$ cat src/core/uart_rx_pkg.sv
// constants, types and register map of the two-channel receive path
// assumes a single 100 MHz clock and a plain strobe register port
// Overview of operation
// (RULE_01) two identical channels 0 and 1, each with its own receive pin
// (RULE_02) data bits sampled at oversamples 8, 9, 10; two of three win
// (RULE_03) each bit shifts into the shift register once its vote is known
// (RULE_04) double speed uses its own eight-sample scheme instead
// (RULE_05) stop bit accepted on majority one, otherwise framing error set
// (RULE_06) software checks the framing error flag before reading data
// (RULE_07) a finished character moves to holding register and sets complete flag unless previous is unread
// (RULE_08) data port reads holding register, writes transmit data register
// (RULE_09) nine-bit mode copies ninth received bit at the transfer
// (RULE_10) character finishing while previous unread sets overrun, is dropped
// (RULE_11) overrun flag visible value updates when holding register is read
// (RULE_12) software checks overrun after each data read
// (RULE_13) receiver disabled while enable is zero; pin stays general purpose
// (RULE_14) enabled receiver owns pin and forces it to input
// (RULE_15) pull-up latch bit still drives the pull-up while forced input
// (RULE_16) nine-bit select gives nine data bits plus start and stop
// (RULE_17) nine-bit transmit uses the transmit ninth bit, set before the write
// (RULE_18) normal speed oversamples sixteen times, samples numbered 1 to 16
// (RULE_19) start bit accepted only if samples 8, 9, 10 are mostly low
package uart_rx_pkg;
  localparam int NCH = 2;
  localparam int AW = 8;
  localparam int DW = 8;
  localparam int BDW = 12;

  // per-channel registers: channel in addr[4], register in addr[3:0]
  localparam logic [3:0] OFS_DATA = 4'h0;
  localparam logic [3:0] OFS_CSA = 4'h4;
  localparam logic [3:0] OFS_CSB = 4'h8;
  localparam logic [3:0] OFS_BAUD = 4'hc;
  localparam logic [7:0] OFS_IRQ_STAT = 8'h20;
  localparam logic [7:0] OFS_IRQ_EN = 8'h24;
  localparam logic [7:0] OFS_IRQ_CLR = 8'h28;
  localparam logic [7:0] OFS_PORT = 8'h2c;
  localparam logic [7:0] OFS_PIN = 8'h30;

  // status a fields
  localparam int CSA_RXC = 7;
  localparam int CSA_FE = 4;
  localparam int CSA_DSPD = 1;
  // status b fields
  localparam int CSB_RECEIVER_ENABLE_BIT = 4;
  localparam int CSB_OVR = 3;
  localparam int CSB_CHR9 = 2;
  localparam int CSB_RXB8 = 1;
  localparam int CSB_TXB8 = 0;
  // port register: direction [1:0], pull-up latch [3:2], out value [5:4]
  localparam int PORT_DIR = 0;
  localparam int PORT_PUL = 2;
  localparam int PORT_OUT = 4;
  // interrupt event bits per channel, three per channel
  localparam int EV_RXC = 0;
  localparam int EV_FE = 1;
  localparam int EV_OVR = 2;
  localparam int EV_W = 3;

  localparam logic [BDW-1:0] BAUD_RST = 12'h01f;
  localparam logic [7:0] PORT_RST = 8'h0c;

  // oversampling positions
  localparam logic [4:0] SMP_LAST_NORM = 5'h10;
  localparam logic [4:0] SMP_LAST_DBL = 5'h08;
  localparam logic [4:0] POS_A_NORM = 5'h08;
  localparam logic [4:0] POS_B_NORM = 5'h09;
  localparam logic [4:0] POS_C_NORM = 5'h0a;
  localparam logic [4:0] POS_A_DBL = 5'h04;
  localparam logic [4:0] POS_B_DBL = 5'h05;
  localparam logic [4:0] POS_C_DBL = 5'h06;
  localparam logic [3:0] BITS_8 = 4'h7;
  localparam logic [3:0] BITS_9 = 4'h8;

  typedef struct packed {
    logic receiver_enable_bit;
    logic chr9;
    logic txb8;
    logic dspd;
  } rx_ctrl_t;

  typedef enum logic [3:0] {
    ST_IDLE = 4'b0001,
    ST_START = 4'b0010,
    ST_DATA = 4'b0100,
    ST_STOP = 4'b1000
  } rx_state_t;
endpackage : uart_rx_pkg

$ cat src/core/uart_receive_path.sv
// two receive channels with holding registers, flags, pin muxing and irq
// assumes rx pins are asynchronous and the register port is on clk
//
// Design decisions made here: strobed register access and the register addresses.
`timescale 1ns/1ps
`default_nettype none
module uart_receive_path
  import uart_rx_pkg::*;
#(
  parameter logic [BDW-1:0] BAUD_DEFAULT = BAUD_RST
) (
  input wire logic clk, // 100 MHz system clock
  input wire logic rstn, // async reset, active low
  input wire logic [AW-1:0] addr, // register address
  input wire logic [DW-1:0] wdata, // write data
  input wire logic wr, // write strobe
  input wire logic rd, // read strobe
  output logic [DW-1:0] rdata, // read data, cycle after rd
  input wire logic [NCH-1:0] rx_pin_in, // receive pin pad levels
  output logic [NCH-1:0] rx_pin_out, // general purpose drive value
  output logic [NCH-1:0] rx_pin_oe, // high while pin is driven
  output logic [NCH-1:0] rx_pin_pullup, // pull-up enable
  output logic irq // level interrupt
);

  logic [DW-1:0] rdata_r;
  logic irq_r;
  logic [NCH-1:0] pin_out_r;
  logic [NCH-1:0] pin_oe_r;
  logic [NCH-1:0] pullup_r;
  logic [NCH*EV_W-1:0] irq_stat_r;
  logic [NCH*EV_W-1:0] irq_en_r;
  logic [7:0] port_r;
  logic [NCH-1:0] rx_s1_r;
  logic [NCH-1:0] rx_s2_r;

  logic [NCH*EV_W-1:0] ev;
  logic [NCH-1:0] receiver_enable_bit_v;
  logic [DW-1:0] ch_rd [NCH];

  wire ch_space = (addr[7:5] == 3'b000);
  wire wr_stat_clr = wr && (addr == OFS_IRQ_CLR);
  wire wr_irq_en = wr && (addr == OFS_IRQ_EN);
  wire wr_port = wr && (addr == OFS_PORT);
  wire [NCH-1:0] dir_bits = port_r[PORT_DIR +: NCH];
  wire [NCH-1:0] pul_bits = port_r[PORT_PUL +: NCH];
  wire [NCH-1:0] out_bits = port_r[PORT_OUT +: NCH];

  // pin owner: receiver forces input, latch bit keeps pull-up control
  wire [NCH-1:0] oe_nxt = dir_bits & ~receiver_enable_bit_v; // [RULE_13] [RULE_14]
  wire [NCH-1:0] pullup_nxt = pul_bits & ~oe_nxt; // [RULE_15]
  wire irq_nxt = |(irq_stat_r & irq_en_r);

  wire [DW-1:0] glb_rd =
    (addr == OFS_IRQ_STAT) ? DW'(irq_stat_r) :
    (addr == OFS_IRQ_EN) ? DW'(irq_en_r) :
    (addr == OFS_PORT) ? port_r :
    (addr == OFS_PIN) ? DW'(rx_s2_r) :
    '0;
  wire [DW-1:0] rd_nxt = ch_space ? ch_rd[addr[4]] : glb_rd;

  assign rdata = rdata_r;
  assign irq = irq_r;
  assign rx_pin_out = pin_out_r;
  assign rx_pin_oe = pin_oe_r;
  assign rx_pin_pullup = pullup_r;

  // pad synchroniser
  always_ff @(posedge clk or negedge rstn) begin
    if (!rstn) begin
      rx_s1_r <= '1;
      rx_s2_r <= '1;
    end else begin
      rx_s1_r <= rx_pin_in;
      rx_s2_r <= rx_s1_r;
    end
  end

  always_ff @(posedge clk or negedge rstn) begin
    if (!rstn) begin
      rdata_r <= '0;
    end else if (rd) begin
      rdata_r <= rd_nxt;
    end
  end

  always_ff @(posedge clk or negedge rstn) begin
    if (!rstn) begin
      port_r <= PORT_RST;
      irq_en_r <= '0;
    end else begin
      if (wr_port) port_r <= wdata;
      if (wr_irq_en) irq_en_r <= wdata[NCH*EV_W-1:0];
    end
  end

  // sticky status: a new event wins over a clear in the same cycle
  always_ff @(posedge clk or negedge rstn) begin
    if (!rstn) begin
      irq_stat_r <= '0;
    end else begin
      irq_stat_r <= (irq_stat_r &
        ~(wr_stat_clr ? wdata[NCH*EV_W-1:0] : '0)) | ev;
    end
  end

  always_ff @(posedge clk or negedge rstn) begin
    if (!rstn) begin
      irq_r <= 1'b0;
      pin_out_r <= '0;
      pin_oe_r <= '0;
      pullup_r <= '0;
    end else begin
      irq_r <= irq_nxt;
      pin_out_r <= out_bits;
      pin_oe_r <= oe_nxt;
      pullup_r <= pullup_nxt;
    end
  end

  // one receiver per channel
  for (genvar g = 0; g < NCH; g++) begin : g_ch // [RULE_01]
    rx_ctrl_t ctrl_r;
    rx_state_t state_r;
    logic [BDW-1:0] baud_r;
    logic [BDW-1:0] div_r;
    logic [4:0] smp_r;
    logic [3:0] bitn_r;
    logic [8:0] sh_r;
    logic samp_a_r;
    logic samp_b_r;
    logic prev_r;
    logic done_r;
    logic stop_ok_r;
    logic [DW-1:0] hold_r;
    logic [DW-1:0] txd_r;
    logic rxb8_r;
    logic rxc_r;
    logic fe_r;
    logic ovr_pend_r;
    logic ovr_vis_r;

    wire line = rx_s2_r[g];
    wire sel = ch_space && (addr[4] == 1'(g));
    wire rd_data = rd && sel && (addr[3:0] == OFS_DATA);
    wire wr_data = wr && sel && (addr[3:0] == OFS_DATA);
    wire wr_csa = wr && sel && (addr[3:0] == OFS_CSA);
    wire wr_csb = wr && sel && (addr[3:0] == OFS_CSB);
    wire wr_baud = wr && sel && (addr[3:0] == OFS_BAUD);

    // oversample enable pulse from the baud divider
    wire tick = (div_r == '0);

    // positions depend on speed mode
    wire [4:0] last = ctrl_r.dspd ? SMP_LAST_DBL
                                  : SMP_LAST_NORM; // [RULE_18] [RULE_04]
    wire [4:0] pos_a = ctrl_r.dspd ? POS_A_DBL : POS_A_NORM; // [RULE_02]
    wire [4:0] pos_b = ctrl_r.dspd ? POS_B_DBL : POS_B_NORM;
    wire [4:0] pos_c = ctrl_r.dspd ? POS_C_DBL : POS_C_NORM; // [RULE_04]
    wire maj = (samp_a_r & samp_b_r) | (samp_a_r & line) |
               (samp_b_r & line); // [RULE_02]
    wire decide = tick && (smp_r == pos_c);
    wire [3:0] bits_last = ctrl_r.chr9 ? BITS_9 : BITS_8; // [RULE_16]

    // transfer on completion unless the last character is still unread
    wire take = done_r && (!rxc_r || rd_data);
    wire ovr_ev = done_r && rxc_r && !rd_data; // [RULE_10]
    wire [DW-1:0] data_new = ctrl_r.chr9 ? sh_r[7:0] : sh_r[8:1];

    wire [DW-1:0] csa_rd = (DW'(rxc_r) << CSA_RXC) |
      (DW'(fe_r) << CSA_FE) | (DW'(ctrl_r.dspd) << CSA_DSPD);
    wire [DW-1:0] csb_rd = (DW'(ctrl_r.receiver_enable_bit) << CSB_RECEIVER_ENABLE_BIT) |
      (DW'(ovr_vis_r) << CSB_OVR) | (DW'(ctrl_r.chr9) << CSB_CHR9) |
      (DW'(rxb8_r) << CSB_RXB8) | (DW'(ctrl_r.txb8) << CSB_TXB8);

    // reads of the data port see the holding register only
    assign ch_rd[g] = (addr[3:0] == OFS_DATA) ? hold_r : // [RULE_08]
                      (addr[3:0] == OFS_CSA) ? csa_rd :
                      (addr[3:0] == OFS_CSB) ? csb_rd :
                      (addr[3:0] == OFS_BAUD) ? baud_r[DW-1:0] :
                      '0;
    assign receiver_enable_bit_v[g] = ctrl_r.receiver_enable_bit;
    assign ev[g*EV_W + EV_RXC] = take;
    assign ev[g*EV_W + EV_FE] = take && !stop_ok_r;
    assign ev[g*EV_W + EV_OVR] = ovr_ev;

    always_ff @(posedge clk or negedge rstn) begin
      if (!rstn) begin
        ctrl_r <= '0;
      end else begin
        if (wr_csa) begin
          ctrl_r.dspd <= wdata[CSA_DSPD]; // [RULE_04]
        end
        if (wr_csb) begin
          ctrl_r.receiver_enable_bit <= wdata[CSB_RECEIVER_ENABLE_BIT];
          ctrl_r.chr9 <= wdata[CSB_CHR9]; // [RULE_16]
          ctrl_r.txb8 <= wdata[CSB_TXB8]; // [RULE_17]
        end
      end
    end

    // divisor and transmit data register
    always_ff @(posedge clk or negedge rstn) begin
      if (!rstn) begin
        baud_r <= BAUD_DEFAULT;
        txd_r <= '0;
      end else begin
        if (wr_baud) begin
          baud_r <= BDW'(wdata);
        end
        if (wr_data) begin
          txd_r <= wdata; // [RULE_08]
        end
      end
    end

    always_ff @(posedge clk or negedge rstn) begin
      if (!rstn) begin
        div_r <= '0;
      end else if (tick || !ctrl_r.receiver_enable_bit) begin
        div_r <= baud_r;
      end else begin
        div_r <= div_r - 1'b1;
      end
    end

    // state decodes and the strobes of the sequencer
    wire in_idle = (state_r == ST_IDLE);
    wire in_start = (state_r == ST_START);
    wire in_data = (state_r == ST_DATA);
    wire in_stop = (state_r == ST_STOP);
    wire edge_seen = prev_r && !line;
    wire wrap = (smp_r == last); // [RULE_18]
    wire last_bit = (bitn_r == bits_last); // [RULE_16]
    wire start_done = ctrl_r.receiver_enable_bit && decide && in_start;
    wire shift_en = ctrl_r.receiver_enable_bit && decide && in_data;
    wire stop_en = ctrl_r.receiver_enable_bit && decide && in_stop;
    wire [4:0] smp_nxt = (in_idle || wrap) ? 5'h01 : smp_r + 5'h01;
    rx_state_t state_nxt;

    // line sampling on every tick while enabled
    always_ff @(posedge clk or negedge rstn) begin
      if (!rstn) begin
        smp_r <= '0;
        prev_r <= 1'b1;
        samp_a_r <= 1'b1;
        samp_b_r <= 1'b1;
      end else if (!ctrl_r.receiver_enable_bit) begin // [RULE_13]
        smp_r <= '0;
        prev_r <= 1'b1;
      end else if (tick) begin
        smp_r <= smp_nxt; // [RULE_18]
        prev_r <= line;
        if (smp_r == pos_a) samp_a_r <= line; // [RULE_02]
        if (smp_r == pos_b) samp_b_r <= line;
      end
    end

    // receiver sequencer, idle while disabled
    always_comb begin
      state_nxt = state_r;
      case (state_r)
        ST_IDLE: begin
          if (edge_seen) state_nxt = ST_START;
        end
        ST_START: begin
          if (decide) state_nxt = maj ? ST_IDLE : ST_DATA; // [RULE_19]
        end
        ST_DATA: begin
          if (decide && last_bit) state_nxt = ST_STOP;
        end
        ST_STOP: begin
          if (decide) state_nxt = ST_IDLE;
        end
        default: begin
          state_nxt = ST_IDLE;
        end
      endcase
    end

    always_ff @(posedge clk or negedge rstn) begin
      if (!rstn) begin
        state_r <= ST_IDLE;
      end else if (!ctrl_r.receiver_enable_bit) begin // [RULE_13]
        state_r <= ST_IDLE;
      end else if (tick) begin
        state_r <= state_nxt;
      end
    end

    // bits shift in lsb first as soon as each vote is known
    always_ff @(posedge clk or negedge rstn) begin
      if (!rstn) begin
        bitn_r <= '0;
        sh_r <= '0;
      end else if (start_done) begin
        bitn_r <= '0;
      end else if (shift_en) begin
        sh_r <= {maj, sh_r[8:1]}; // [RULE_03]
        bitn_r <= bitn_r + 4'h1;
      end
    end

    // stop vote and end of character strobe
    always_ff @(posedge clk or negedge rstn) begin
      if (!rstn) begin
        stop_ok_r <= 1'b1;
        done_r <= 1'b0;
      end else begin
        done_r <= stop_en; // [RULE_07]
        if (stop_en) stop_ok_r <= maj; // [RULE_05]
      end
    end

    // holding register with its ninth bit and framing flag
    always_ff @(posedge clk or negedge rstn) begin
      if (!rstn) begin
        hold_r <= '0;
        rxb8_r <= 1'b0;
        fe_r <= 1'b0;
      end else if (take) begin
        hold_r <= data_new; // [RULE_07]
        rxb8_r <= ctrl_r.chr9 & sh_r[8]; // [RULE_09]
        fe_r <= !stop_ok_r; // [RULE_05]
      end
    end

    // complete flag: a new character wins over the clearing read
    always_ff @(posedge clk or negedge rstn) begin
      if (!rstn) begin
        rxc_r <= 1'b0;
      end else if (take) begin
        rxc_r <= 1'b1; // [RULE_07]
      end else if (rd_data) begin
        rxc_r <= 1'b0;
      end
    end

    // overrun waits in a pending bit until the data port is read
    always_ff @(posedge clk or negedge rstn) begin
      if (!rstn) begin
        ovr_pend_r <= 1'b0;
        ovr_vis_r <= 1'b0;
      end else if (rd_data) begin
        ovr_vis_r <= ovr_pend_r; // [RULE_11]
        ovr_pend_r <= 1'b0;
      end else if (ovr_ev) begin
        ovr_pend_r <= 1'b1; // [RULE_10]
      end
    end
  end

endmodule : uart_receive_path
`default_nettype wire

$ cat config.mk
export PLATFORM = sky130hd
export DESIGN_NAME = uart_receive_path
export DESIGN_NICKNAME = d
export VERILOG_FILES = /design/src/core/uart_rx_pkg.sv /design/src/core/uart_receive_path.sv
export SDC_FILE = /design/constraint.sdc
export NUM_CORES = 1
export LEC_CHECK = 0
export ABC_AREA = 0
export BUFFER_PORTS_ARGS = -buffer_cell sky130_fd_sc_hd__buf_2
export CAP_MARGIN = 10
export CORE_MARGIN = 3
export CORE_UTILIZATION = 55
export CTS_BUF_LIST = sky130_fd_sc_hd__clkbuf_8
export CTS_CLUSTER_SIZE = 16
export DETAILED_ROUTE_END_ITERATION = 16
export PLACE_DENSITY = 0.77
export SLEW_MARGIN = 20
export SYNTH_ARGS = -nofsm -noshare
export SYNTH_HDL_FRONTEND = slang
export SYNTH_SLANG_ARGS = --single-unit
$ cat constraint.sdc
create_clock -name clk -period 8.5 [get_ports clk]
set_input_delay 0.425 -clock clk [delete_from_list [all_inputs] [get_ports clk]]
set_output_delay 0.425 -clock clk [all_outputs]
set_load 0.02 [all_outputs]
==> Yosys cells after proc, flatten, opt, wreduce, memory -nomap -nowiden <==
Index checks and enable logic that the tools add are counted.
{ "classes": {"bitwise": 36, "n_addsub": 6, "n_reduce_logical": 74, "n_eq_ne": 36, "order_cmp": 1, "muxes": 69} }
{ "op_table": {"columns": ["operator", "count"], "rows": [
  ["two-way mux 8 bit", 17],
  ["two-way mux 4 bit", 24],
  ["== test 8 x 6 -> 1 bit, second input constant", 5],
  ["two-way mux 5 bit", 8],
  ["logical AND 1 bit", 39],
  ["one-hot mux 4 bit (4 select lines)", 2],
  ["== test 5 x 4 -> 1 bit", 6],
  ["zero test 12 bit", 2],
  ["two-way mux 12 bit", 2],
  ["subtractor 12 x 1 -> 12 bit, second input constant", 2],
  ["== test 4 bit, second input constant", 4],
  ["bitwise OR 8 x 2 -> 8 bit", 2],
  ["bitwise OR 8 x 5 -> 8 bit", 2],
  ["bitwise AND 6 bit", 2],
  ["== test 4 x 3 -> 1 bit, second input constant", 3],
  ["two-way mux 1 bit", 12],
  ["inequality test 3 x 2 -> 1 bit, second input constant", 4],
  ["inequality test 3 bit, second input constant", 4],
  ["AND reduction 3 bit", 4],
  ["nonzero test 2 bit", 6],
  ["adder 5 x 1 -> 5 bit, second input constant", 2],
  ["== test 5 bit", 2],
  ["zero test 1 bit", 10],
  ["bitwise OR 5 x 1 -> 5 bit", 2],
  ["other kinds (26)", 56]
]} }
{ "word_totals": {"output_inout_bits": 15, "elab_cells": 274, "input_bits": 22, "reg_bits": 167} }

==> Logic depth before layout (Yosys ltp) <==
Gate-level depths: netlist (run 1).
{ "logic_depth": {"word_depth": 11, "depth_mapped": 10, "ltp_nobuf": 7} }

==> Worst setup path before layout (run 1) <==
Ideal clock, no wire load.
{ "synth_path": {"kind": "reg-to-reg", "startpoint": "register g_ch[0].div_r[0]", "endpoint": "register g_ch[0].sh_r[6]", "setup_slack_ps": 5829, "setup_time_ps": 125, "t_arrival_ps": 2546, "t_required_ps": 8375, "path_stages_with_launch": 10, "n_path_buf": 3, "path_cell_list": "dfrtp_1 inv_1 ha_1 or4b_1 clkbuf_1 or2_2 or4b_4 buf_6 buf_6 mux2_4"} }
{ "synth_between": {"elab_chain_cells": 6, "word_cells_on_any_way": 7, "cone_classes": "bitwise: 1; reduce/logical: 6"} }
{ "synth_lines": {"columns": ["element", "line", "text"], "rows": [
  ["from (decl)", "uart_receive_path.sv:126", "logic [BDW-1:0] div_r;"],
  ["from (signal assigned)", "uart_receive_path.sv:221", "div_r <= baud_r;"],
  ["from (signal assigned)", "uart_receive_path.sv:223", "div_r <= div_r - 1'b1;"],
  ["zero test 12 bit *", "uart_receive_path.sv:152", "wire tick = (div_r == '0);"],
  ["logical AND 1 bit *", "uart_receive_path.sv:162", "wire decide = tick && (smp_r == pos_c);"],
  ["logical AND 1 bit *", "uart_receive_path.sv:235, uart_receive_path.sv:236", null],
  ["logical AND 1 bit", "uart_receive_path.sv:235", "wire start_done = ctrl_r.receiver_enable_bit && decide && in_start;"],
  ["inverter 1 bit (no source line)", null, null],
  ["AND reduction 2 bit (no source line) *", null, null],
  ["to (signal assigned)", "uart_receive_path.sv:299", "sh_r <= {maj, sh_r[8:1]};"],
  ["to (decl)", "uart_receive_path.sv:129", "logic [8:0] sh_r;"]
]} }
Every way passes the cells marked *; elsewhere a longest branch is shown, timed or not.
A chain may end at the register's enable or synchronous reset.

==> Final worst setup path (run 1) <==
{ "layout_path": {"startpoint": "register g_ch[1].div_r[2]", "endpoint": "register g_ch[1].smp_r[2]"} }
{ "layout_between": {"elab_chain_cells": 2} }
{ "layout_lines": {"columns": ["element", "line", "text"], "rows": [
  ["from (decl)", "uart_receive_path.sv:126", null],
  ["from (signal assigned)", "uart_receive_path.sv:221", null],
  ["from (signal assigned)", "uart_receive_path.sv:223", null],
  ["zero test 12 bit", "uart_receive_path.sv:152", null],
  ["inequality test 2 x 1 -> 1 bit (no source line)", null, null],
  ["to (signal assigned)", "uart_receive_path.sv:252", "smp_r <= smp_nxt;"],
  ["to (decl)", "uart_receive_path.sv:127", "logic [4:0] smp_r;"]
]} }
No other way between the ends.

==> results of run 1 <==
[metrics by stage]
step / util [%] / hold WS [ns] / std cells
after CTS: 61.8 / 0.0161 / 943
after global placement: 59.4 / 0.347 / 912
final: 61.9 / 0.0453 / 943
after global routing: 61.9 / 0.0165 / 943
after detailed placement: 59.4 / 0.348 / 912
after floorplan: - / 0.129 / 724
[registers in the layout, summed over array words and instances, names as in the netlist, 6 cells and up]
register,cells
g_ch.div_r,24
g_ch.sh_r,18
g_ch.baud_r,16
g_ch.hold_r,16
g_ch.smp_r,10
g_ch.bitn_r,8
g_ch.ctrl_r,8
g_ch.state_r,8
port_r,8
rdata,8
irq_en_r,6
irq_stat_r,6
[synthesized netlist by cell type (5+ instances only)]
library cell,instances,area (um2)
ha_1,12,150
dfstp_2,26,683
mux2_2,74,833
xnor2_1,15,131
or3_1,6,37.5
nor2_1,35,131
o21ai_0,48,240
o2bb2ai_1,6,52.6
inv_1,20,75.1
dfrtp_1,141,3530
clkbuf_1,27,101
a21oi_1,17,85.1
o22ai_1,6,37.5
a21o_1,5,37.5
nand3_1,10,50.1
xor2_1,9,78.8
nor3b_1,5,37.5
mux2i_1,19,190
nand2b_1,10,62.6
nand2_1,76,285
and3_1,7,43.8
nor4b_1,11,96.3
nor2b_1,8,50.1
a22oi_1,9,67.6
nor3_1,27,135
mux4_2,6,135
nor4_1,9,56.3
[metal layers]
layer | track usage (%) | up-vias | share of wire [%]
met1 | 32.0 | 2948 | 43
met4 | 6.62 | 0 | 1.4
li1 | - | 2687 | -
met3 | 7.11 | 29 | 6.9
met5 | 0 | - | 0
met2 | 38.5 | 187 | 49
[worst min-delay path by stage]
| stage | from | endpoint | slack (ns) | cells past startpoint |
|---|---|---|---|---|
| after floorplan | rstn | g_ch[0].baud_r[5] | 0.13 | 0 |
| after global placement | rx_s1_r[0] | rx_s2_r[0] | 0.35 | 0 |
| after detailed placement | rx_s1_r[1] | rx_s2_r[1] | 0.35 | 0 |
| after CTS | rx_pin_in[0] | rx_s1_r[0] | 0.02 | 1 |
| after global routing | rx_pin_in[1] | rx_s1_r[1] | 0.02 | 1 |
| final | rstn | rx_pin_pullup[0] | 0.05 | 1 |
[logic make-up (layout without fill, tap and decap cells)]
kind of cell / count (synthesis) / in the layout / share of synthesized area (%)
buffers and inverters: 51 / 90 / 2.56
flip-flops: 167 / 167 / 51.9
adder cells (fa/ha/maj): 14 / 14 / 2.10
AND/OR/NAND/NOR: 227 / 227 / 14.5
XOR/XNOR: 24 / 24 / 2.59
multiplexers: 102 / 102 / 14.8
AO/OA/AOI/OAI: 139 / 139 / 11.4
[final cells by class]
| cell class | instances | area [um2] | area share (%) |
|---|---|---|---|
| Timing Repair Buffer | 39 | 209 | 2.39 |
| Clock buffer | 20 | 275 | 3.15 |
| Sequential cell | 167 | 4210 | 48.1 |
| Inverter | 20 | 75.1 | 0.858 |
| Tap cell | 180 | 225 | 2.57 |
| Multi-Input combinational cell | 506 | 3690 | 42.2 |
| Clock inverter | 11 | 61.3 | 0.701 |
[power breakdown]
group	internal [uW]	total, uW	leakage (uW)	switching (uW)
clock network	218	497	0.000182	279
registers	823	849	0.00221	26.4
logic	75.6	193	0.00153	117
total	1120	1540	0.00392	422
==> impl_results.md, run 1 <==
* Fraction of layout cells with a size suffix above 1 at 25.2%
* Critical Setup Path Class: flop to flop
* Final worst slack at 5.59 ns
* Largest net degree at the start of global routing at 101
* Max cap viols at 0
* Final Setup Violations at 0
* Synthesized cell area at 8110 um2
* Outcome: complete, no violations
* CP startpoint kind: flop
* Top_reg_cell synth: dfrtp_1
* CP bufs+invs at 0
* Initial drt markers at 510
* Worst-skew pair later-pin latency at 0.47 ns
* Vias at 5851
* Crit path max fanout at 26
* Setup crit end kind: flop
* Critical Path End: g_ch[1].smp_r[2]
* Hold WC Path Type: input port to async pin
* Hpwl dp at 12.9 mm
* Setup TNS Final at 0 ns
* Yosys cell types at 65
* Normalized max-slew margin at 30.8%
* Die width at 127 um
* #FFs+latches synth at 167
* Slowest stage cell, crit path: nand2_1
* FF-to-FF End: g_ch[1].smp_r[2]
* CTS H-tree lvls at 4
* Area of all placed cells without fillers at 8750 um2
* Total CTS buffers at 17
* Post-synth EDFFs at 0
* CTS Hold Buffers Added at 0
* Nets at 785
* Placed standard-cell area at 8410 um2
* Synthesized instance count at 724
* Required @ worst endpoint at 8.87 ns
* First-pass GRT wire length at 30.7 mm
* Grt ovf at 0
* Reg2Reg Depth at 5
* Chip height at 127 um
* Post-route minimum period at 2.91 ns
* DR pass1 iterations at 5
* Total Die Area at 16200 um2
* WL/cell at 19.5 um
* Std cell rows at 43
* Crit path max-delay family: simple AND/OR/NAND/NOR gates
* DRC at 0
* Worst Tran Pin Value at 1.02 ns
* Vias in the first global route at 6059
* VDD IR max at 117 uV
* Highest Clock Rate at 343 MHz
* Clock transition at path regs at 0.08 ns
* Initial antenna violation count at 0
* Vias per Instance at 6.20
* Origin of the worst setup path: g_ch[1].div_r[2]
* GPL Wtd Cong at 0.929
* CTS tree: yes
* Crit share post-route at 34.3%
* Clock skew at 0.0166 ns
* Clk buf depth at 2
* Stages on worst setup path at 5
* Total track usage at 24.0%
* Power density cells at 176 nW/um2
* Flop2flop setup slack at 5.59 ns
* Post-route total power at 1540 uW
* Count of input and output buffers at 36
* Starting Density at 57.3%
* Arr. time, crit path at 3.28 ns
* Commonest cells after routing, fill and taps aside: 141 x dfrtp_1, 76 x nand2_1, 74 x mux2_2
* Slew Viols, Final at 0
* Async SR Flop Fraction at 100%
* Hold Violations, Final at 0
* Leakage at 0.00392 uW
* RSZ-0062 raised after global routing: false
* Syn_nets at 758
* Clock sink count at 167
* Final ANT Viol Nets at 0
* I/O pin count at 37
* Area growth from synthesis to layout at 7.95%
* Core footprint at 14100 um2
* Post-cts sizing count at 0
* Filler cells at 1103
* CP Cell Sequence: nor4_1, nand4b_1, nand2_1, o21ai_0, a21o_1
* Post-Route WL at 18.4 mm
* Mean Syn Cell Area at 11.2 um2
* Syn. warnings at 0
* Sequential area share after synthesis at 51.9%
* R2r startpoint: g_ch[1].div_r[2]
* Delay of the slowest critical-path stage at 0.77 ns
* Antenna cell count at 0
* # Post-CTS Setup Buffers at 0
* Root buf cell: clkbuf_8
* Pre-CTS setup slack at 5.66 ns
* Most common cell after layout, fill and taps aside: dfrtp_1
Note: power is estimated with default switching activity, not from simulation.
==> run 2: changes to the inputs <==
Clock period 8.5 ns to 2.79 ns, I/O delays scaled along.
==> run 2 against run 1 <==
Fmax increased by 9.2%. Combinational power grew to 3.3 times the previous value. Global-route usage shrank 0.19 points. Worst setup slack worse by 5.5 ns. Clock skew shrank 0.0037 ns. Sequential cell count is the same. Sequential power increased to 3.0 times the previous value. Register-to-register slack got worse by 5.5 ns. First-iteration DRC count grew 7.3%. Critical path type unchanged. Critical endpoint is now g_ch[0].bitn_r[3]. Largest cell class unchanged.
==> impl_results.md, run 2 (synthesis results as in run 1) <==
* WL/cell at 18.9 um (-3.1%)
* Final Setup Violations at 0 (unchanged)
* Top reg by flops: g_ch.div_r
* Commonest cells after routing, fill and taps aside: 141 x dfrtp_1, 76 x nand2_1, 74 x mux2_2
* Required @ worst endpoint at 3.18 ns (-5.69 ns)
* Area growth from synthesis to layout at 11.9%
* R2r startpoint: g_ch[0].div_r[5]
* Worst Hold Depth at 2
* Clock Power Share at 36.9% (+4.6 points)
* Hpwl dp at 13.1 mm (+1.1%)
* Die width at 127 um (unchanged)
* # Post-CTS Setup Buffers at 0 (unchanged)
* Chip height at 127 um (unchanged)
* Critical Setup Path Class: flop to flop
* GPL Wtd Cong at 0.947 (+1.9%)
* FF-to-FF End: g_ch[0].bitn_r[3]
* Worst-skew pair later-pin latency at 0.47 ns (about the same)
* Initial antenna violation count at 0 (unchanged)
* Total CTS buffers at 17 (unchanged)
* Most common cell after layout, fill and taps aside: dfrtp_1
* Outcome: complete, no violations
* Sequential power share at 50.6% (-4.6 points)
* Nets at 810 (+3.2%)
* Metal-1 WL at 7.86 mm (-0.36%)
* First-pass GRT wire length at 30.6 mm (-0.43%)
* Origin of the worst setup path: g_ch[0].div_r[5]
* I/O pin count at 37 (unchanged)
* Hold Worst Slack at 0.0295 ns (-0.0158 ns)
* Largest net degree at the start of global routing at 104 (+3.0%)
* CTS tree: yes
* Post-route minimum period at 2.67 ns (-0.246 ns)
* Final ANT Viol Nets at 0 (unchanged)
* Root buf cell: clkbuf_8
* RSZ-0062 raised after global routing: false
* Leakage at 0.00408 uW (+4.1%)
* Max reg flops at 24 (unchanged)
* Vias in the first global route at 5918 (-2.3%)
* Clk buf depth at 2 (unchanged)
* Count of input and output buffers at 36 (unchanged)
* Initial drt markers at 547 (+7.3%)
* Launch point of the worst hold path: wdata[5]
* Clock transition at path regs at 0.09 ns (about the same)
* Clock skew at 0.0129 ns (-0.00370 ns)
* Max Used Layer: met4
* DR WL met3 at 1.23 mm (-3.1%)
* Hold WC Path Type: input port to flop
* Max cap viols at 0 (unchanged)
* Setup crit end kind: flop
* Highest Clock Rate at 375 MHz (+9.2%)
* DR pass1 iterations at 5 (unchanged)
* Slew Viols, Final at 0 (unchanged)
* Starting Density at 57.3% (unchanged)
* Net Sw Power at 1350 uW (+220%)
* VDD IR max at 322 uV (+170%)
* Grt ovf at 0 (unchanged)
* Setup TNS Final at 0 ns (unchanged)
* Arr. time, crit path at 3.06 ns (-0.22 ns)
* Met2 Wirelength at 8.63 mm (-3.7%)
* Sw frac at 26.4% (-1.0 points)
* Antenna cell count at 0 (unchanged)
* Worst Hold Path EP: g_ch[1].baud_r[5]
* Core footprint at 14100 um2 (unchanged)
* Normalized max-slew margin at 44.4% (+14 points)
* Combinational power share at 12.4% (about the same)
* Cell-internal power at 3750 uW (+240%)
* CP startpoint kind: flop
* Hold Violations, Final at 0 (unchanged)
* Power density cells at 562 nW/um2 (+220%)
* Vias at 5950 (+1.7%)
* Clock sink count at 167 (unchanged)
* Largest registers: g_ch.div_r: 24 flops, g_ch.sh_r: 18 flops
* Worst Tran Pin Value at 0.827 ns (-0.197 ns)
* CTS H-tree lvls at 4 (unchanged)
* Total track usage at 23.8% (-0.19 points)
* Post-Route WL at 18.3 mm (-0.45%)
* Vias per Instance at 6.14 (-1.0%)
* Total Die Area at 16200 um2 (unchanged)
* Crit share post-route at 95.6% (+61 points)
* Flop2flop setup slack at 0.12 ns (-5.46 ns)
* Fraction of layout cells with a size suffix above 1 at 27.4% (+2.2 points)
* DRC at 0 (unchanged)
* Std cell rows at 43 (unchanged)
* Crit path max fanout at 17 (-35%)
* Reg2Reg Depth at 5 (unchanged)
[run 2: worst max-delay path by stage]
stage	to	slack (ns)	cells after the start
5_1_grt	g_ch[0].bitn_r[3]	0.03	5
2_1_floorplan	g_ch[0].sh_r[6]	0.12	9
3_5_place_dp	g_ch[0].bitn_r[3]	0.14	5
6_report	g_ch[0].bitn_r[3]	0.12	5
4_1_cts	g_ch[0].bitn_r[3]	0.1	7
3_3_place_gp	g_ch[0].bitn_r[3]	0.18	7
[run 2: layer usage]
layer	vias up	global-route usage [%]
met3	49	6.48
met5	-	0
met4	0	9.09
met1	2942	31.5
li1	2730	-
met2	229	37.6
[run 2: what timing repair did]
| action | in CTS | in global routing |
|---|---|---|
| endpoints found under the hold margin | 152 | 0 |
| hold buffers | 6 | 0 |
| gates resized for setup | 0 | 1 |
| setup endpoints to repair | 0 | 1 |
[run 2: stage by stage]
step	std cells	cell area (um2)	util, %	power, uW	setup WS [ns]
global placement	931	8560	60.5	3220	0.183
floorplan	724	8110	-	3020	0.119
global route	969	9070	64.1	5310	0.0291
detailed placement	931	8560	60.5	3240	0.138
finish	969	9070	64.1	5100	0.123
CTS	969	9060	64.1	5110	0.0971
[run 2: area by class of cell]
type / count / area (um2)
timing repair buffer: 64 / 424
clock inverter: 12 / 165
inverter: 20 / 75.1
tap: 180 / 225
clock buffer: 20 / 275
fill: 1085 / 5080
sequential: 167 / 4210
multi-input combinational: 506 / 3690
[run 2: power by group through the flow]
stage               sequential [uW]  combinational (uW)  clock [uW]
CTS                            2580                 631        1900
global placement               2620                 604           0
global route                   2590                 704        2010
floorplan                      2610                 405           0
finish                         2580                 634        1880
detailed placement             2630                 618           0
[run 2: worst max-delay path: stages, from the launching register on]
cell and delay [ns]:
dfrtp_1 0.43, or4_4 0.59, or3_4 0.40, or4b_4 0.68, or3_1 0.36, a21oi_1 0.14
==> run 3: changes to the inputs <==
Settings changed: CORE_UTILIZATION 55 to 64, MAX_ROUTING_LAYER set to met4, PLACE_DENSITY 0.77 to 0.87.
==> run 3 against run 2 <==
Worst hold slack gained 0.0050 ns. Wire length grew 3.9%. Combinational power grew 2%. First-iteration DRC count grew 2.9%. Sequential cell count is the same. Critical path depth grew 3. Sequential share of layout area grew 0.10 points. Core utilization grew 10 points. Non-clock buffer count grew 2. Total power shrank 1.3%. Clock skew grew 0.0045 ns. Final area shrank 0.22%.
==> impl_results.md, run 3 (synthesis results as in run 1) <==
* Outcome: complete, no violations
* CTS H-tree lvls at 4 (unchanged)
* Commonest cells after routing, fill and taps aside: 141 x dfrtp_1, 76 x nand2_1, 74 x mux2_2
* Fraction of layout cells with a size suffix above 1 at 27.3% (-0.069 points)
* Vias in the first global route at 6011 (+1.6%)
* DRC at 0 (unchanged)
* Root buf cell: clkbuf_8
* Clock sink count at 167 (unchanged)
* Flop2flop setup slack at 0.12 ns (about the same)
* CP startpoint kind: flop
* Clock skew at 0.0173 ns (+0.00445 ns)
* Delay of the slowest critical-path stage at 0.48 ns (-0.20 ns)
* Top reg by flops: g_ch.div_r
* Combinational power share at 12.8% (+0.4 points)
* Initial antenna violation count at 0 (unchanged)
* DR pass1 iterations at 6 (+1)
* Hold Violations, Final at 0 (unchanged)
* Crit share post-route at 95.8% (+0.19 points)
* Total Die Area at 14100 um2 (-13%)
* RSZ-0062 raised after global routing: false
* Worst-skew pair later-pin latency at 0.47 ns (about the same)
* Clock Power Share at 35.9% (-1.0 points)
* Post-route minimum period at 2.67 ns (+0.00542 ns)
* I/O pin count at 37 (unchanged)
* Largest net degree at the start of global routing at 62 (-40%)
* FF-to-FF End: g_ch[0].smp_r[2]
* Worst Hold Depth at 3 (+1)
* Crit path max fanout at 6 (-11)
* First-pass GRT wire length at 31.4 mm (+2.4%)
* Vias per Instance at 6.30 (+2.6%)
* Vias at 6042 (+1.5%)
* Starting Density at 66.4% (+9.1 points)
* Launch point of the worst hold path: wdata[5]
* Slew Viols, Final at 0 (unchanged)
* Total track usage at 29.2% (+5.4 points)
* VDD IR max at 455 uV (+41%)
* Clock transition at path regs at 0.09 ns (about the same)
* Clk buf depth at 2 (unchanged)
* Most common cell after layout, fill and taps aside: dfrtp_1
* Antenna cell count at 0 (unchanged)
* Post-Route WL at 19.0 mm (+3.9%)
* GPL Wtd Cong at 0.934 (-1.5%)
* Chip height at 119 um (-7.0%)
* Grt ovf at 0 (unchanged)
* Die width at 119 um (-7.0%)
* Initial drt markers at 563 (+2.9%)
* R2r startpoint: g_ch[0].div_r[0]
* Setup crit end kind: flop
* Pre-CTS setup slack at 0.103 ns (-0.0343 ns)
* Hpwl dp at 13.4 mm (+2.6%)
* # Post-CTS Setup Buffers at 0 (unchanged)
* Nets at 812 (+0.25%)
* Worst Hold Path EP: irq_stat_r[5]
* Largest registers: g_ch.div_r: 24 flops, g_ch.sh_r: 18 flops
* Area growth from synthesis to layout at 11.6%
* WL/cell at 19.8 um (+5.0%)
* Arr. time, crit path at 3.09 ns (+0.03 ns)
* Final worst slack at 0.117 ns (-0.00542 ns)
* Max reg flops at 24 (unchanged)
* Sw frac at 26.3% (-0.14 points)
* Filler cells at 831 (-23%)
* CP Cell Sequence: inv_1, ha_1, or4b_1, buf_4, or4_1, a2111o_1, nor3b_1, a21o_1
* Highest Clock Rate at 374 MHz (-0.20%)
* Core footprint at 12200 um2 (-14%)
* Count of input and output buffers at 36 (unchanged)
* Setup TNS Final at 0 ns (unchanged)
* Power density cells at 556 nW/um2 (-1.1%)
* Sequential power share at 51.3% (+0.7 points)
* Critical Setup Path Class: flop to flop
* Slowest stage cell, crit path: a2111o_1
* Leakage at 0.00408 uW (about the same)
* Required @ worst endpoint at 3.20 ns (+0.02 ns)
* Worst Tran Pin Value at 0.623 ns (-0.203 ns)
* Cell-internal power at 3710 uW (-1.1%)
* Normalized max-slew margin at 58.3% (+14 points)
* Final ANT Viol Nets at 0 (unchanged)
* Net Sw Power at 1320 uW (-1.8%)
* Std cell rows at 40 (-7.0%)
* Hold WC Path Type: input port to flop
* Max cap viols at 0 (unchanged)
* Total CTS buffers at 17 (unchanged)
* CTS tree: yes
* Final Setup Violations at 0 (unchanged)
* Reg2Reg Depth at 8 (+3)
==> run 3: changes by cell type in the layout (fill, tap and decap cells not counted), sizes merged <==
cell / delta
buf: +2
clkbuf: -1
clkinv: +1
clkinvlp: +1
inv: -1
==> run 3: how the worst max path moves through the flow <==
stage	startpoint	slack (ns)	cells past startpoint	end
floorplan	g_ch[0].div_r[0]	0.12	9	g_ch[0].sh_r[6]
global placement	g_ch[0].div_r[0]	0.20	7	g_ch[0].bitn_r[3]
detailed placement	g_ch[0].div_r[0]	0.10	7	g_ch[0].bitn_r[3]
CTS	g_ch[0].div_r[0]	0.08	7	g_ch[0].bitn_r[3]
global route	g_ch[0].div_r[0]	0.02	8	g_ch[0].smp_r[2]
finish	g_ch[0].div_r[0]	0.12	8	g_ch[0].smp_r[2]
==> run 3: layer usage <==
metal	share of wire, %	global-route usage (%)
met4	3.1	10.4
met3	6.9	7.61
met1	41	37.8
met5	0	-
met2	49	45.0
==> run 3: area by class of cell <==
type,count,area [um2],share of cell area [%]
clock inverter,13,156,1.73
tap,168,210,2.32
multi-input combinational,506,3690,40.8
timing repair buffer,66,439,4.85
clock buffer,19,262,2.89
inverter,20,75.1,0.830
sequential,167,4210,46.5
==> run 3: through the flow <==
| step | std cells | utilization (%) | area (um2) | hold WS (ns) | total power, uW |
|---|---|---|---|---|---|
| 6_report | 959 | 74.1 | 9050 | 0.0345 | 5030 |
| 5_1_grt | 959 | 74.1 | 9050 | 0.00980 | 5240 |
| 4_1_cts | 959 | 74.0 | 9040 | 0.00418 | 5040 |
| 3_5_place_dp | 921 | 70.1 | 8560 | 0.143 | 3250 |
| 3_3_place_gp | 921 | 70.1 | 8560 | 0.133 | 3230 |
| 2_1_floorplan | 724 | - | 8110 | -0.156 | 3020 |
==> run 3: worst max-delay path: cells and delay by family (launching register included) <==
kind	cells	cell delay [ns]
AO/OA/AOI/OAI	2	0.59
adder cells (fa/ha/maj)	1	0.19
buffers and inverters	2	0.24
flip-flops	1	0.41
AND/OR/NAND/NOR	3	1.19
==> run 3: power groups by stage <==
stage / combinational [uW] / clock (uW) / sequential, uW
after floorplan: 405 / 0 / 2610
after global placement: 607 / 0 / 2620
after detailed placement: 628 / 0 / 2620
after CTS: 641 / 1820 / 2580
after global routing: 714 / 1930 / 2590
final: 646 / 1810 / 2580
==> run 3: what timing repair did <==
action / 4_1_cts / 5_1_grt
gates resized for setup: 0 / 1
endpoints found under the hold margin: 64 / 0
hold buffers: 6 / 0
setup endpoints to repair: 0 / 2
